File: src/logic/rsi_pkg.sv
package rsi_pkg;
  // ==================================================
  // timing
  localparam int unsigned CLK_HZ         = 200_000_000;
  localparam int unsigned T_DATA_MS      = 50;
  localparam int unsigned T_GATE_MS      = 850;
  localparam int unsigned T_SETTLE_MS    = 314;
  localparam int unsigned T_PAUSE_MS     = 72;
  localparam int unsigned T_BIT_MS       = 4;
  localparam int unsigned CYC_PER_MS     = CLK_HZ / 1000;
  localparam int unsigned MS_CNT_W       = 18;
  localparam logic [MS_CNT_W-1:0] MS_TICK_LAST = MS_CNT_W'(CYC_PER_MS - 1);
  localparam logic [9:0] WAIT_DATA_LAST   = 10'(T_DATA_MS - 1);
  localparam logic [9:0] WAIT_GATE_LAST   = 10'(T_GATE_MS - 1);
  localparam logic [9:0] WAIT_SETTLE_LAST = 10'(T_SETTLE_MS - 1);
  localparam logic [9:0] WAIT_PAUSE_LAST  = 10'(T_PAUSE_MS - 1);
  localparam logic [9:0] WAIT_BIT_LAST    = 10'(T_BIT_MS - 1);
  // ==================================================
  // frame layout: start, 8 data, 2 stop
  localparam logic [3:0] BIT_LAST  = 4'ha;
  localparam logic [1:0] CHAR_LAST = 2'h3;
  localparam logic [7:0] CHR_S = 8'h53;
  localparam logic [7:0] CHR_C = 8'h43;
  localparam logic [7:0] CHR_E = 8'h45;
  localparam logic [7:0] CHR_A = 8'h41;
  localparam logic [7:0] CHR_I = 8'h49;
  // ==================================================
  // types: regions, states, pin set, sequencer state
  typedef enum logic [1:0] {RSI_REG_A, RSI_REG_E, RSI_REG_I} rsi_region_e;
  typedef enum logic [2:0] {
    RSI_ST_RELEASE, RSI_ST_DATA_LOW, RSI_ST_SETTLE, RSI_ST_PAUSE, RSI_ST_SEND, RSI_ST_IDLE
  } rsi_state_e;
  typedef struct packed {
    logic gate_oe;
    logic data_oe;
    logic pri_addr;
    logic sec_addr;
    logic sending;
  } rsi_pins_s;
  typedef struct packed {
    rsi_state_e           st;
    logic [MS_CNT_W-1:0]  tick_cnt;
    logic [9:0]           ms_cnt;
    logic [3:0]           bit_idx;
    logic [1:0]           chr_idx;
    rsi_region_e          cur_reg;
    logic                 lid_prev;
    logic                 rearm;
    logic                 line_one;
    rsi_pins_s            pins;
  } rsi_state_s;
endpackage

File: src/logic/rsi_injector.sv
// Overview of operation
// - release, data low 50ms, gate 850ms, wait 314ms
// - every bit held four milliseconds
// - one drives line low, zero releases
// - start zero, eight bits lsb first, two stops
// - endless loop, 72ms pause, four characters
// - data and gate outputs never drive high, enables only
// - gate low option for genuine discs
// - multi-region cycles the three signatures, one per pass
// - stealth sends only after power-up, lid
// - primary address carries inverted characters
// - older boards: secondary carries uninverted characters
// - newer boards: secondary held one while sending
module rsi_injector
  import rsi_pkg::*;
#(
  // last clock of one millisecond; a bench may shrink it to keep runs short
  parameter logic [MS_CNT_W-1:0] TICK_LAST = MS_TICK_LAST
)
(
  input  wire logic        sys_clk_in,        // 200 MHz clock
  input  wire logic        sys_rst_in,        // async reset, active high
  input  wire logic [1:0]  region_sel_in,     // fixed region: 0 A, 1 E, 2 I
  input  wire logic        multi_region_in,   // cycle regions each pass
  input  wire logic        stealth_in,        // send only after power-up or lid open
  input  wire logic        lid_open_sense_in, // high while lid is open
  input  wire logic        newer_board_in,    // selects secondary address behaviour
  input  wire logic        gate_hold_in,      // drive gate low after power-up
  output logic             data_oe_out,       // data pin pulled low when high
  output logic             gate_oe_out,       // gate pin pulled low when high
  output logic             primary_addr_output_out,   // inverted stream
  output logic             secondary_addr_output_out, // uninverted or buffer enable
  output logic             sending_out        // signature pass in progress
);
  rsi_state_s s_r, s_nxt;
  logic [7:0] chr;
  logic       bit_val;

  // ==================================================
  // character and bit selection
  always_comb begin
    chr = CHR_S;
    unique case (s_r.chr_idx)
      2'h0: chr = CHR_S;
      2'h1: chr = CHR_C;
      2'h2: chr = CHR_E;
      default: begin
        unique case (s_r.cur_reg)
          RSI_REG_E: chr = CHR_E;
          RSI_REG_I: chr = CHR_I;
          default:   chr = CHR_A;
        endcase
      end
    endcase
    if (s_r.bit_idx == 4'h0) begin
      bit_val = 1'b0;
    end else if (s_r.bit_idx > 4'h8) begin
      bit_val = 1'b1;
    end else begin
      bit_val = chr[3'(s_r.bit_idx - 4'h1)];
    end
  end

  // ==================================================
  // sequencer
  always_comb begin
    logic ms_tick;
    logic wait_done;
    logic [9:0] lim;
    s_nxt = s_r;
    ms_tick = 1'b0;
    lim = WAIT_BIT_LAST;
    if (s_r.tick_cnt == TICK_LAST) begin
      s_nxt.tick_cnt = '0;
      ms_tick = 1'b1;
    end else begin
      s_nxt.tick_cnt = s_r.tick_cnt + 1'b1;
    end
    unique case (s_r.st)
      RSI_ST_RELEASE:  lim = WAIT_DATA_LAST;
      RSI_ST_DATA_LOW: lim = WAIT_GATE_LAST;
      RSI_ST_SETTLE:   lim = WAIT_SETTLE_LAST;
      RSI_ST_PAUSE:    lim = WAIT_PAUSE_LAST;
      default:         lim = WAIT_BIT_LAST;
    endcase
    wait_done = ms_tick && (s_r.ms_cnt == lim);
    if (ms_tick) begin
      s_nxt.ms_cnt = wait_done ? 10'h0 : s_r.ms_cnt + 10'h1;
    end
    s_nxt.lid_prev = lid_open_sense_in;
    unique case (s_r.st)
      RSI_ST_RELEASE: begin
        if (wait_done) begin
          s_nxt.st = RSI_ST_DATA_LOW;
          s_nxt.line_one = 1'b1;
        end
      end
      RSI_ST_DATA_LOW: begin
        if (wait_done) begin
          s_nxt.st = RSI_ST_SETTLE;
          s_nxt.pins.gate_oe = gate_hold_in;
        end
      end
      RSI_ST_SETTLE: begin
        if (wait_done) begin
          s_nxt.st = RSI_ST_PAUSE;
        end
      end
      RSI_ST_PAUSE: begin
        s_nxt.line_one = 1'b1;
        if (wait_done) begin
          s_nxt.st = RSI_ST_SEND;
          s_nxt.bit_idx = '0;
          s_nxt.chr_idx = '0;
          s_nxt.rearm = 1'b0;
        end
      end
      RSI_ST_SEND: begin
        s_nxt.line_one = bit_val;
        if (wait_done) begin
          if (s_r.bit_idx != BIT_LAST) begin
            s_nxt.bit_idx = s_r.bit_idx + 4'h1;
          end else begin
            s_nxt.bit_idx = '0;
            if (s_r.chr_idx != CHAR_LAST) begin
              s_nxt.chr_idx = s_r.chr_idx + 2'h1;
            end else begin
              s_nxt.chr_idx = '0;
              if (multi_region_in) begin
                s_nxt.cur_reg = (s_r.cur_reg == RSI_REG_I) ? RSI_REG_A
                              : rsi_region_e'(s_r.cur_reg + 2'h1);
              end else begin
                s_nxt.cur_reg = rsi_region_e'(region_sel_in);
              end
              s_nxt.st = (stealth_in && !s_nxt.rearm) ? RSI_ST_IDLE : RSI_ST_PAUSE;
            end
          end
        end
      end
      RSI_ST_IDLE: begin
        s_nxt.line_one = 1'b0;
        if (s_r.rearm || !stealth_in) begin
          s_nxt.st = RSI_ST_PAUSE;
          s_nxt.ms_cnt = '0;
        end
      end
      default: s_nxt.st = RSI_ST_IDLE;
    endcase
    // lid opening rearms stealth
    // placed after the pass-start clear so a lid edge in that cycle is not lost
    if (lid_open_sense_in && !s_r.lid_prev) begin
      s_nxt.rearm = 1'b1;
    end
    if (s_nxt.st == RSI_ST_IDLE) begin
      s_nxt.line_one = 1'b0;
    end
    // data pin only enabled, never a high drive; address pins are driven high and low
    s_nxt.pins.data_oe = s_nxt.line_one;
    s_nxt.pins.pri_addr = (s_nxt.st == RSI_ST_SEND) ? !s_nxt.line_one : 1'b1;
    s_nxt.pins.sec_addr = (s_nxt.st != RSI_ST_SEND) ? 1'b0
                        : (newer_board_in ? 1'b1 : s_nxt.line_one);
    // registered so the status output comes straight from a flop
    s_nxt.pins.sending = (s_nxt.st == RSI_ST_SEND);
  end

  // ==================================================
  // state register
  always_ff @(posedge sys_clk_in or posedge sys_rst_in) begin
    if (sys_rst_in) begin
      s_r <= '{st: RSI_ST_RELEASE, cur_reg: RSI_REG_A, pins: '{1'b0, 1'b0, 1'b1, 1'b0, 1'b0},
               default: '0};
    end else begin
      s_r <= s_nxt;
    end
  end

  assign data_oe_out               = s_r.pins.data_oe;
  assign gate_oe_out               = s_r.pins.gate_oe;
  assign primary_addr_output_out   = s_r.pins.pri_addr;
  assign secondary_addr_output_out = s_r.pins.sec_addr;
  assign sending_out               = s_r.pins.sending;

  // ==================================================
  // checks
  AST_BIT_HOLD: assert property (@(posedge sys_clk_in) disable iff (sys_rst_in)
    ($changed(s_r.bit_idx) && s_r.st == RSI_ST_SEND) |-> s_r.tick_cnt == '0)
    else $error("bit index moved off a millisecond boundary");
  AST_START_ZERO: assert property (@(posedge sys_clk_in) disable iff (sys_rst_in)
    (s_r.st == RSI_ST_SEND && s_r.bit_idx == 4'h0) |=> (!data_oe_out || s_r.bit_idx != 4'h0))
    else $error("start bit drove the line");
  AST_STOP_ONE: assert property (@(posedge sys_clk_in) disable iff (sys_rst_in)
    (s_r.st == RSI_ST_SEND && s_r.bit_idx > 4'h8 && $stable(s_r.bit_idx)) |-> data_oe_out)
    else $error("stop bit released the line");
  AST_PAUSE_LOW: assert property (@(posedge sys_clk_in) disable iff (sys_rst_in)
    (s_r.st == RSI_ST_PAUSE && $past(s_r.st) == RSI_ST_PAUSE) |-> data_oe_out)
    else $error("pause not at one level");
  AST_RELEASE_FIRST: assert property (@(posedge sys_clk_in) disable iff (sys_rst_in)
    s_r.st == RSI_ST_RELEASE |-> (!data_oe_out && !gate_oe_out))
    else $error("pins driven before data delay");
  AST_PRI_INV: assert property (@(posedge sys_clk_in) disable iff (sys_rst_in)
    sending_out |-> primary_addr_output_out == !data_oe_out)
    else $error("primary address not inverted stream");
  AST_SEC_NEW: assert property (@(posedge sys_clk_in) disable iff (sys_rst_in)
    (sending_out && newer_board_in && $stable(newer_board_in)) |-> secondary_addr_output_out)
    else $error("secondary address not held one");
  AST_SEC_OLD: assert property (@(posedge sys_clk_in) disable iff (sys_rst_in)
    (sending_out && !$past(newer_board_in)) |-> secondary_addr_output_out == data_oe_out)
    else $error("secondary address not uninverted stream");
  AST_STEALTH: assert property (@(posedge sys_clk_in) disable iff (sys_rst_in)
    (s_r.st == RSI_ST_IDLE) |-> !data_oe_out)
    else $error("line driven while silent");
  AST_REGION_CYCLE: assert property (@(posedge sys_clk_in) disable iff (sys_rst_in)
    ($past(multi_region_in) && $changed(s_r.cur_reg)) |->
      s_r.cur_reg == (($past(s_r.cur_reg) == RSI_REG_A) ? RSI_REG_E
                    : ($past(s_r.cur_reg) == RSI_REG_E) ? RSI_REG_I : RSI_REG_A))
    else $error("region did not advance");
  COV_SEND: cover property (@(posedge sys_clk_in) $rose(sending_out));
  COV_IDLE: cover property (@(posedge sys_clk_in) s_r.st == RSI_ST_IDLE);
  COV_REGION_I: cover property (@(posedge sys_clk_in) s_r.cur_reg == RSI_REG_I);
  COV_REARM: cover property (@(posedge sys_clk_in)
    s_r.st == RSI_ST_IDLE ##1 s_r.st == RSI_ST_PAUSE);
endmodule

File: config.mk
export PLATFORM = sky130hd
export DESIGN_NAME = rsi_injector
export DESIGN_NICKNAME = d
export VERILOG_FILES = /design/src/logic/rsi_pkg.sv /design/src/logic/rsi_injector.sv
export SDC_FILE = /design/constraint.sdc
export NUM_CORES = 1
export LEC_CHECK = 0
export ABC_CLOCK_PERIOD_IN_PS = 5000
export BUFFER_PORTS_ARGS = -buffer_cell sky130_fd_sc_hd__buf_2
export CORE_ASPECT_RATIO = 0.9
export CORE_MARGIN = 2
export CORE_UTILIZATION = 41
export DETAILED_ROUTE_END_ITERATION = 8
export GPL_TIMING_DRIVEN = 0
export MAX_ROUTING_LAYER = met4
export PLACE_DENSITY = 0.65
export SLEW_MARGIN = 25
export SYNTH_ARGS = -nofsm -noshare
export SYNTH_HDL_FRONTEND = slang
export SYNTH_SLANG_ARGS = --single-unit
File: constraint.sdc
create_clock -name sys_clk_in -period 5 [get_ports sys_clk_in]
set_input_delay 0.25 -clock sys_clk_in [delete_from_list [all_inputs] [get_ports sys_clk_in]]
set_output_delay 0.25 -clock sys_clk_in [all_outputs]
set_load 0.01 [all_outputs]
# == Word-level counts from Yosys, hierarchy flattened ==
# Cells that the tools add are included.
# word_totals
input_bits,9
reg_bits,46
word_cells,102
out_inout_bits,5
# classes
n_addsub,6
reduce_logical,19
bitwise_logic,2
eq_ne,19
mux,41
order_cmp,2
# op_table
cell,n
10-bit 2-to-1 mux,4
10-bit one-hot mux with 4 select lines,1
3-bit 2-to-1 mux,9
"18-bit by 1-bit adder with 18-bit output, second input constant",1
"18-bit == test, second input constant",1
18-bit 2-to-1 mux,1
3-bit one-hot mux with 6 select lines,1
5-bit one-hot mux with 3 select lines,1
"3-bit == test, second input constant",4
1-bit 2-to-1 mux,12
6-bit one-hot mux with 2 select lines,1
"10-bit by 1-bit adder with 10-bit output, second input constant",1
10-bit == test,1
2-bit 2-to-1 mux,4
4-bit 2-to-1 mux,2
8-bit 2-to-1 mux,1
"2-bit != test, second input constant",4
4-bit one-hot mux with 2 select lines,1
4-bit AND reduction,2
"3-bit by 2-bit == test with 1-bit output, second input constant",2
6-bit 2-to-1 mux,1
2-bit nonzero test,3
"2-bit by 1-bit adder with 2-bit output, second input constant",2
"4-bit by 1-bit adder with 4-bit output, second input constant",1
other kinds (19),28

# == Logic depth before layout (Yosys ltp) ==
# Gate-level depths: netlist of the first run.
# logic_depth
word_depth,11
mapped_depth,8
mapped_depth_nobuf,8

# == Worst setup path before layout of the first run ==
# No wires, ideal clock.
# synth_timing
path_type,register to register
from,register s_r[45] (netlist name)
to,register s_r (netlist bit gate_oe_out)
setup_ns,0.125
period_less_slack_ns,2.275
t_arrival_ns,2.150
n_path_buf,2
slack_ns,2.725
stages_incl_launch_ff,9
cell_sequence,dfrtp_1 > buf_6 > or3b_1 > a2111o_1 > a22oi_4 > and3_1 > buf_6 > nand3_4 > mux2_4
# synth_between
elab_chain_cells,5
word_cells_on_any_way,8
classes_between,4 x eq/ne; 1 x mux; 3 x reduce/logical
# synth_rtl
element,line_no,text
from (decl),rsi_injector.sv:35,"rsi_state_s s_r, s_nxt;"
from (signal assigned),rsi_injector.sv:170,"s_r <= '{st: RSI_ST_RELEASE, cur_reg: RSI_REG_A, pins: '{1'b0, 1'b0, 1'b1, 1'b0, 1'b0},"
from (signal assigned),rsi_injector.sv:173,s_r <= s_nxt;
3-bit by 2-bit == test with 1-bit output (tied with other cells),rsi_injector.sv:79,unique case (s_r.st)
10-bit one-hot mux with 4 select lines,rsi_injector.sv:79,
10-bit == test,rsi_injector.sv:86,wait_done = ms_tick && (s_r.ms_cnt == lim);
1-bit logical AND,rsi_injector.sv:86,
2-bit AND reduction (no source line) (*),--,
# Every way passes the cells marked *; elsewhere a longest branch is shown, timed or not.
# A chain may end at the register's enable or synchronous reset.

==> results of run 1 <==
-- cell usage in the layout, fill, tap and decap left out, types with 3 or more instances in the layout --
cell type and count:
nor2b_1 9, nand4_1 9, nor3b_1 3, buf_2 15
a21oi_1 10, nor2_1 31, clkbuf_1 3, a31oi_1 3
xnor2_1 11, nor3_1 4, a22o_1 3, xor2_1 12
o211ai_1 3, ha_1 10, nand2b_1 3, and3_1 6
nand2_1 18, o21ai_0 12, dfrtp_1 45, buf_4 3
inv_1 7, nand3_1 15, clkbuf_8 5
-- layer usage --
| layer | up-vias | track usage (%) | part of all wire (%) |
|---|---|---|---|
| li1 | 1013 | - | - |
| met1 | 985 | 24.82 | 51 |
| met2 | 41 | 24.78 | 44 |
| met3 | 4 | 3.700 | 4.1 |
| met4 | 0 | 4.478 | 0.63 |
| met5 | - | - | 0 |
-- state kept, by name, summed over array words and instances (netlist names) --
signal,flops
secondary_addr_output_out,1
s_r,41
sending_out,1
data_oe_out,1
primary_addr_output_out,1
gate_oe_out,1
-- worst register-to-register path: cells and delay by family, from the launching register on --
kind / cells / cell delay, ps
AO/OA/AOI/OAI: 3 / 1060
buffers and inverters: 1 / 130
flip-flops: 1 / 380
AND/OR/NAND/NOR: 3 / 710
-- final timing paths --
| kind | startpoint | end | cells past startpoint |
|---|---|---|---|
| worst max-delay path | s_r[45] | s_r[19] | 7 |
| worst min-delay path | lid_open_sense_in | s_r[7] | 1 |
| worst max register to register | s_r[45] | s_r[19] | 7 |
| worst min register to register | s_r[7] | s_r[6] | 1 |
| max in group asynchronous | sys_rst_in | s_r[19] | 4 |
| min in group asynchronous | sys_rst_in | s_r[13] | 3 |
-- cell type report --
type,count,share of cell area [%]
Multi-Input combinational cell,208,47.46
Sequential cell,46,38.68
Tap cell,87,3.654
Timing Repair Buffer,15,3.192
Clock buffer,5,2.310
Buffer,10,2.226
Clock inverter,3,1.470
Inverter,8,1.008
-- report_power, final --
group	internal [uW]	switching [uW]	leakage (uW)	total (uW)
Sequential	373	0.282	0.000589	373
Combinational	5.89	9.33	0.000666	15.2
Clock	150	135	0.0000585	284
-- through the flow --
stage                     util, %  area, sq um  instances
final                       47.93         2979        382
after global routing        47.93         2979        382
after CTS                   47.93         2979        382
after detailed placement    45.95         2856        373
after global placement      45.63         2836        372
after floorplan                 -         2663        272
-- repair_timing --
action | CTS | global route
buffers inserted | 0 | 0
resized for setup | 0 | 0
hold endpoints to repair | 17 | 0
hold buffers | 1 | 0
setup endpoints to repair | 0 | 0
-- kinds of logic after synthesis --
kind of cell               after synthesis
and+or+nand+nor                        122
AOI/OAI and AO/OA                       49
DFF                                     46
xor gates and xnor gates                23
buffers and inverters                   18
adders and majority gates               10
muxes                                    4
==> impl_metrics.env, run 1 <==
export IMPL_crit_slowest_cell="a2111o_1"
export IMPL_cts_made_buffers=5
export IMPL_synth_enable_flop_cells=0
export IMPL_synth_top_family_by_area="simple AND/OR/NAND/NOR gates"
export IMPL_routed_via_density=5.348
export IMPL_numPortBuffers=13
export IMPL_cts_buffer_depth=2
export IMPL_fmax_ghz=0.4114
export IMPL_vias=2043
export IMPL_cts_tree="done"
export IMPL_yosys_area_share_adder_pct=4.699
export IMPL_crit_type="reg2reg"
export IMPL_cp_num_buf_inv=1
export IMPL_yosysMostFrequentCell="dfrtp_1"
export IMPL_synth_flop_cell="dfrtp_1"
export IMPL_finalWorstSetupSlack_ps=2569
export IMPL_dp_hpwl_mm=3.924
export IMPL_syn_area_sq_mm=0.002663
export IMPL_dpl_worst_slack_ps=2572
export IMPL_synth_simple_area_share_pct=25.99
export IMPL_finalPower_uw=672.5
export IMPL_yosysWarnings=0
export IMPL_start_kind="register"
export IMPL_synth_common_cells="45 x dfrtp_1, 31 x nor2_1, 18 x nand2_1"
export IMPL_synth_top_area_cell="dfrtp_1"
export IMPL_p_per_area_mw_per_mm2=225.7
export IMPL_synth_distinct_cells=62
export IMPL_arrival_ps=2590
export IMPL_leakagePower_uw=0.001314
export IMPL_fillerInstances=614
export IMPL_drcViolationCount=0
export IMPL_yosysTopAreaCellShare_pct=42.29
export IMPL_path_max_fanout=10
export IMPL_grt_start_max_net_pins=29
export IMPL_worstPathCellList="buf_6, or3b_1, a2111o_1, a22oi_4, nand4_4, o21ai_1, nor2_1"
export IMPL_finalSetupViolations=0
export IMPL_async_reset_ff_share_pct=100.0
export IMPL_holdWs_ps=66.69
export IMPL_maxSlewViolCount=0
export IMPL_r2r_setup_slack_ps=2570
export IMPL_grt_usage_pct=17.24
export IMPL_root_buffer="clkbuf_8"
export IMPL_grt_pass1_vias=1964
export IMPL_seq_area_frac_synth_pct=43.28
export IMPL_drive_above_1_share_pct=15.93
export IMPL_dieWidth_um=88.95
export IMPL_seqCellArea_sq_mm=0.001152
export IMPL_cts_sinks=46
export IMPL_tightest_slew_ps=682.6
export IMPL_layout_nets=313
export IMPL_muxShareOfSynthArea_pct=1.739
export IMPL_path_clk_slew_ps=90
export IMPL_pin_count=14
export IMPL_worstSkewPairLatency_ps=300
export IMPL_slew_headroom_pct=54.39
export IMPL_hold_viol=0
export IMPL_avgSynthCellArea_sq_um=9.789
export IMPL_synth_seq_cells=46
export IMPL_core_area_sq_mm=0.006216
export IMPL_die_h_um=80.45
export IMPL_fin_setup_tns_ps=0
export IMPL_rows=27
export IMPL_drt_iter0_markers=150
export IMPL_grt_pass1_wl_mm=9.287
export IMPL_synth_cells=272
export IMPL_grt_antenna_before_repair=0
export IMPL_max_cap_violations=0
export IMPL_min_path_type="in2reg"
export IMPL_area_growth_pct=11.89
export IMPL_clock_skew_ps=8.071
export IMPL_finalWirelength_mm=5.377
export IMPL_ir_worst_vdd_mv=0.1155
export IMPL_drt_pass1_iter_count=4
export IMPL_ant_nets=0
export IMPL_end_kind="register"
export IMPL_overflow=0
export IMPL_start_util_pct=42.83
export IMPL_grt_setup_unrepaired="false"
export IMPL_fin_crit_ps=2431
export IMPL_synth_fp_nets=291
export IMPL_place_congestion=0.9073
export IMPL_synth_compound_area_share_pct=13.11
export IMPL_crit_family="compound AO/OA/AOI/OAI gates"
export IMPL_status="finished, final reports clean"
export IMPL_htree_levels=2
export IMPL_slowest_delay_ps=450
export IMPL_wl_per_cell_um=14.08
export IMPL_period_share_pct=48.61
export IMPL_die_area_sq_mm=0.007156
export IMPL_cp_required_ps=5160
export IMPL_diodes=0
export IMPL_ys_top_cells_by_area="dfrtp_1 42%, ha_1 4.7%, nor2_1 4.4%"
export IMPL_multi_input_area_sq_mm=0.001414
export IMPL_synth_xor_xnor_area_share_pct=7.566
(Power assumes the default switching activity.)
==> run 2, diff against run 1 <==
--- a/config.mk
+++ b/config.mk
@@ -5,7 +5,8 @@
 export SDC_FILE = /design/constraint.sdc
 export NUM_CORES = 1
 export LEC_CHECK = 0
-export ABC_CLOCK_PERIOD_IN_PS = 5000
+export ABC_AREA = 1
+export ABC_CLOCK_PERIOD_IN_PS = 2400
 export BUFFER_PORTS_ARGS = -buffer_cell sky130_fd_sc_hd__buf_2
 export CORE_ASPECT_RATIO = 0.9
 export CORE_MARGIN = 2
==> constraint.sdc (replaced) <==
create_clock -name sys_clk_in -period 2.4 [get_ports sys_clk_in]
set_input_delay 0.12 -clock sys_clk_in [delete_from_list [all_inputs] [get_ports sys_clk_in]]
set_output_delay 0.12 -clock sys_clk_in [all_outputs]
set_load 0.01 [all_outputs]
==> run 2 against run 1 <==
  * Sequential cell count unchanged
  * Largest cell class unchanged
  * Sequential share of layout area is 1.5 points lower
  * Critical endpoint is now data_oe_out
  * Wire length increased by 2.9%
==> impl_metrics.env, run 2 <==
export IMPL_rows=28
export IMPL_tightest_slew_ps=457.3
export IMPL_switching_power_uw=275.7
export IMPL_drt_iter0_markers=120
export IMPL_fin_crit_ps=2198
export IMPL_gr_usage_met2_pct=25.33
export IMPL_largest_register="s_r"
export IMPL_grtUsageMet3_pct=3.358
export IMPL_grt_setup_unrepaired="false"
export IMPL_layout_common_cells="77 x nand2_1, 62 x inv_1, 47 x nor2_1, 45 x dfrtp_1, 28 x nand3_1"
export IMPL_wl_per_cell_um=11.37
export IMPL_grtUsageMet1_pct=22.03
export IMPL_post_cts_buffers=0
export IMPL_grt_antenna_before_repair=0
export IMPL_cp_depth=13
export IMPL_synth_seq_cells=46
export IMPL_start_util_pct=42.34
export IMPL_yosysTopAreaCellShare_pct=40.38
export IMPL_pin_count=14
export IMPL_cts_buffer_depth=2
export IMPL_drt_pass1_iter_count=4
export IMPL_cts_tree="done"
export IMPL_min_path_type="in2reg"
export IMPL_worstHoldStart="newer_board_in"
export IMPL_die_area_sq_mm=0.007479
export IMPL_max_cap_violations=0
export IMPL_core_area_sq_mm=0.006586
export IMPL_overflow=0
export IMPL_path_clk_slew_ps=90
export IMPL_power_frac_comb_pct=2.3
export IMPL_r2r_start="s_r[26]"
export IMPL_fillerInstances=671
export IMPL_synth_enable_flop_cells=0
export IMPL_area_growth_pct=11.17
export IMPL_intPower_uw=1019
export IMPL_place_area_sq_mm=0.002987
export IMPL_leakagePower_uw=0.001558
export IMPL_fmax_ghz=0.4551
export IMPL_dp_hpwl_mm=4.251
export IMPL_holdPathStages=3
export IMPL_syn_area_sq_mm=0.002789
export IMPL_die_h_um=82.25
export IMPL_synth_flop_cell="dfrtp_1"
export IMPL_yosysWarnings=0
export IMPL_async_reset_ff_share_pct=100.0
export IMPL_period_share_pct=91.56
export IMPL_status="finished, final reports clean"
export IMPL_arrival_ps=2400
export IMPL_cp_startpoint="s_r[26]"
export IMPL_crit_slowest_cell="dfrtp_1"
export IMPL_path_max_fanout=5
export IMPL_avgSynthCellArea_sq_um=7.477
export IMPL_cts_made_buffers=5
export IMPL_final_common_cell="nand2_1"
export IMPL_drcViolationCount=0
export IMPL_p_per_area_mw_per_mm2=417.5
export IMPL_grt_start_max_net_pins=28
export IMPL_grt_pass1_vias=2167
export IMPL_finalSetupViolations=0
export IMPL_start_kind="register"
export IMPL_synth_common_cells="77 x nand2_1, 63 x inv_1, 48 x nor2_1"
export IMPL_synth_fp_nets=392
export IMPL_power_frac_clock_pct=37.8
export IMPL_cp_num_buf_inv=1
export IMPL_final_core_util_pct=47.07
export IMPL_hold_viol=0
export IMPL_largest_reg_flops=41
export IMPL_switching_share_pct=21.30
export IMPL_finalPower_uw=1294
export IMPL_grt_busiest_layer="met2"
export IMPL_final_area_sq_mm=0.003100
export IMPL_maxSlewViolCount=0
export IMPL_ff2ff_path_depth=13
export IMPL_worstSkewPairLatency_ps=300
export IMPL_crit_family="simple AND/OR/NAND/NOR gates"
export IMPL_grt_usage_pct=16.23
export IMPL_fin_setup_tns_ps=0
export IMPL_finalWirelength_mm=5.535
export IMPL_synth_distinct_cells=39
export IMPL_cp_required_ps=2600
export IMPL_ant_nets=0
export IMPL_synth_top_area_cell="dfrtp_1"
export IMPL_slowest_delay_ps=430
export IMPL_drive_above_1_share_pct=11.34
export IMPL_htree_levels=2
export IMPL_ir_worst_vdd_mv=0.1741
export IMPL_cts_sinks=46
export IMPL_numPortBuffers=13
export IMPL_dieWidth_um=90.94
export IMPL_synth_cells=373
export IMPL_yosysMostFrequentCell="nand2_1"
export IMPL_diodes=0
export IMPL_root_buffer="clkbuf_8"
export IMPL_end_kind="register"
export IMPL_layout_nets=415
export IMPL_seq_area_frac_synth_pct=41.32
export IMPL_worstPathCellList="ha_1, nand2_2, nor2_4, nand2_2, inv_1, nand3_1, nor2_1, nand3_1, nor2_2, nor2_1, nand2_1, nand2_1, and2_1"
export IMPL_vias=2356
export IMPL_routed_via_density=4.838
export IMPL_clock_skew_ps=9.592
export IMPL_ys_top_cells_by_area="dfrtp_1 40%, nand2_1 10%, inv_1 8.5%"
export IMPL_grt_pass1_wl_mm=9.625
export IMPL_place_congestion=0.9252
export IMPL_slew_headroom_pct=69.51
export IMPL_crit_type="reg2reg"
export IMPL_seqPwrFrac_pct=59.9
==> run 2: layout make-up <==
cell class / count / area [sq um] / share of cell area, %
Multi-Input combinational cell: 259 / 1376 / 44.39
Sequential cell: 46 / 1152 / 37.17
Inverter: 65 / 244.0 / 7.869
Tap cell: 90 / 112.6 / 3.632
Timing Repair Buffer: 16 / 105.1 / 3.390
Clock buffer: 7 / 86.33 / 2.785
Buffer: 3 / 18.77 / 0.6053
Clock inverter: 1 / 5.005 / 0.1614
==> run 2: metrics by stage <==
step | hold WS, ps | instances | setup WS [ps]
after floorplan | 151.4 | 373 | 562.6
after global placement | 244.9 | 476 | 202.2
after detailed placement | 152.8 | 477 | 151.7
after CTS | 12.13 | 487 | 125.9
after global routing | 11.93 | 487 | 7.746
final | 14.13 | 487 | 202.5
==> run 2: path summary, 6_finish.rpt <==
path / end / slack [ps]
max reg2reg: data_oe_out / 200
min reg2reg: s_r[6] / 430
min in group asynchronous: secondary_addr_output_out / 360
min: secondary_addr_output_out / 10
max: data_oe_out / 200
max in group asynchronous: s_r[23] / 1550
==> run 2: timing repair <==
action                                  in CTS  in global routing
gates resized for setup                      0                  1
endpoints found under the setup margin       0                  2
hold buffers                                 2                  0
hold endpoints to repair                    19                  0
==> run 2: per-layer routing <==
metal,vias up,routed length (um)
li1,1244,-
met1,1071,2854
met2,34,2404
met3,7,221
met4,0,55
met5,-,0
==> run 2: cells by family (layout without fill, tap and decap cells) <==
| logic type | Yosys count | count (layout) | synth area share (%) |
|---|---|---|---|
| buf+inv | 68 | 92 | 9.421 |
| flops | 46 | 46 | 41.32 |
| compound gates | 42 | 42 | 8.659 |
| mux | 2 | 2 | 0.7627 |
| simple gates | 193 | 193 | 31.58 |
| fa+ha+maj | 10 | 10 | 4.486 |
| xor+xnor | 12 | 12 | 3.768 |
==> run 2: tightest hold or removal path, stage by stage <==
cell     delay (ps)
buf_2            70
nand2_1          40
nand2_1          50
==> run 2: power by group through the flow <==
stage / Combinational, uW / Sequential [uW] / Clock [uW]
finish: 29.5 / 775 / 490
global route: 34.9 / 776 / 534
CTS: 31.5 / 775 / 506
detailed placement: 28.9 / 791 / 0
global placement: 24.4 / 791 / 0
floorplan: 13.1 / 791 / 0
==> run 3, diff against run 2 <==
--- a/config.mk
+++ b/config.mk
@@ -8,7 +8,6 @@
 export ABC_AREA = 1
 export ABC_CLOCK_PERIOD_IN_PS = 2400
 export BUFFER_PORTS_ARGS = -buffer_cell sky130_fd_sc_hd__buf_2
-export CORE_ASPECT_RATIO = 0.9
 export CORE_MARGIN = 2
 export CORE_UTILIZATION = 41
 export DETAILED_ROUTE_END_ITERATION = 8
==> run 3 against run 2 <==
  * Sequential cell count did not move
  * Highest routed layer unchanged
  * Sequential share of layout area up 0.11 points
  * Core utilization down 0.80 points
  * Non-clock buffer count is the same
  * Clock power grew 2%
  * Register-to-register slack improved by 20 ps
  * Global-route usage rose by 0.69 points
  * Worst hold slack better by 7.5 ps
  * Maximum frequency is 1.1% higher
  * Sequential power about the same
  * Via count grew 3.9%
==> impl_metrics.env, run 3 (synthesized netlist as in run 2, its figures left out) <==
export IMPL_p_per_area_mw_per_mm2=423.1
export IMPL_grt_setup_unrepaired="false"
export IMPL_switching_power_uw=290.1
export IMPL_die_h_um=86.48
export IMPL_final_core_util_pct=46.27
export IMPL_hold_viol=0
export IMPL_cp_required_ps=2600
export IMPL_fmax_ghz=0.4601
export IMPL_htree_levels=2
export IMPL_cts_buffer_depth=2
export IMPL_fin_setup_tns_ps=0
export IMPL_cts_made_buffers=5
export IMPL_power_frac_clock_pct=38.4
export IMPL_dp_hpwl_mm=4.358
export IMPL_r2r_setup_slack_ps=230
export IMPL_leakagePower_uw=0.001557
export IMPL_core_area_sq_mm=0.006681
export IMPL_finalWirelength_mm=5.808
export IMPL_drt_iter0_markers=118
export IMPL_slew_headroom_pct=67.89
export IMPL_fin_crit_ps=2173
export IMPL_drive_above_1_share_pct=11.59
export IMPL_intPower_uw=1018
export IMPL_wl_per_cell_um=12.18
export IMPL_grt_start_max_net_pins=30
export IMPL_max_cap_violations=0
export IMPL_path_max_fanout=5
export IMPL_pin_count=14
export IMPL_status="finished, final reports clean"
export IMPL_drt_pass1_iter_count=4
export IMPL_tightest_slew_ps=481.7
export IMPL_layout_common_cells="77 x nand2_1, 62 x inv_1, 47 x nor2_1, 45 x dfrtp_1, 28 x nand3_1"
export IMPL_overflow=0
export IMPL_min_path_type="in2reg"
export IMPL_start_util_pct=41.74
export IMPL_largest_register="s_r"
export IMPL_finalSetupViolations=0
export IMPL_die_area_sq_mm=0.007478
export IMPL_root_buffer="clkbuf_8"
export IMPL_post_cts_buffers=0
export IMPL_slowest_delay_ps=430
export IMPL_path_clk_slew_ps=90
export IMPL_end_kind="register"
export IMPL_crit_slowest_cell="dfrtp_1"
export IMPL_drcViolationCount=0
export IMPL_power_frac_comb_pct=2.3
export IMPL_largest_reg_flops=41
export IMPL_cts_sinks=46
export IMPL_routed_via_density=5.134
export IMPL_area_growth_pct=10.86
export IMPL_worstPathCellList="ha_1, nand2_2, nor2_4, nand2_2, inv_1, nand3_1, nor2_1, nand3_1, nor2_2, nor2_1, nand2_1, nand2_1, and2_1"
export IMPL_arrival_ps=2380
export IMPL_start_kind="register"
export IMPL_grt_antenna_before_repair=0
export IMPL_grt_pass1_vias=2257
export IMPL_ir_worst_vdd_mv=0.1701
export IMPL_layout_nets=415
export IMPL_vias=2449
export IMPL_ant_nets=0
export IMPL_crit_type="reg2reg"
export IMPL_dieWidth_um=86.48
export IMPL_seqPwrFrac_pct=59.3
export IMPL_numPortBuffers=13
export IMPL_grt_usage_pct=16.93
export IMPL_cts_tree="done"
export IMPL_maxSlewViolCount=0
export IMPL_rows=30
export IMPL_grt_pass1_wl_mm=9.804
export IMPL_diodes=0
export IMPL_final_common_cell="nand2_1"
export IMPL_place_congestion=0.8841
export IMPL_period_share_pct=90.55
export IMPL_switching_share_pct=22.18
export IMPL_clock_skew_ps=7.832
export IMPL_worstSkewPairLatency_ps=300
run 3: cell types whose count changed in the layout (fill, tap and decap cells not counted), sizes merged:
cell	delta
clkbuf	-1
clkinvlp	+1
run 3: path summary, 6_finish.rpt:
| kind | end | start | cells after the start |
|---|---|---|---|
| min reg2reg | s_r[6] | s_r[7] | 1 |
| min | secondary_addr_output_out | newer_board_in | 3 |
| max reg2reg | data_oe_out | s_r[26] | 13 |
| max in group asynchronous | s_r[21] | sys_rst_in | 4 |
| min in group asynchronous | sending_out | sys_rst_in | 3 |
| max | data_oe_out | s_r[26] | 13 |
run 3: area by class of cell:
cell class / instances / area (sq um)
clock buffers: 6 / 82.58
inverters: 65 / 244.0
fillers: 674 / 3590
multi-input cells: 259 / 1376
well taps: 80 / 100.1
clock inverters: 2 / 12.51
plain buffers: 3 / 18.77
flip-flops and latches: 46 / 1152
repair buffers: 16 / 105.1
run 3: metrics by stage:
stage	hold WS, ps	setup slack (ps)	cell area (sq um)	std cells	power, uW
CTS	23.25	118.7	3089	477	1329
global route	28.57	11.00	3092	477	1360
detailed placement	133.3	151.6	2974	467	820.2
global placement	253.7	196.9	2954	466	815.3
floorplan	151.4	562.6	2789	373	803.9
finish	21.66	226.8	3092	477	1308
run 3: power groups by stage:
stage          Combinational, uW  Sequential (uW)  Clock, uW
4_1_cts                     32.0              776        521
3_3_place_gp                24.5              791          0
6_report                    30.2              775        502
3_5_place_dp                29.4              791          0
5_1_grt                     35.3              776        549
2_1_floorplan               13.1              791          0
run 3: what timing repair did:
item	in CTS	in global routing
gates resized for setup	0	1
hold buffers	2	0
setup endpoints to repair	0	2
hold endpoints to repair	17	0
run 3: worst max-delay path: cells and delay by family, from the launching register on:
family	cells	cell delay, ps
and+or+nand+nor	11	1330
adders and majority gates	1	220
buffers and inverters	1	70
DFF	1	430
run 3: routing by layer:
layer,part of all wire (%),global-route usage (%),vias to the layer above
met1,48,21.40,1156
met2,46,27.06,45
met4,1.9,6.108,0
li1,-,-,1239
met5,0,-,-
met3,3.7,3.333,9
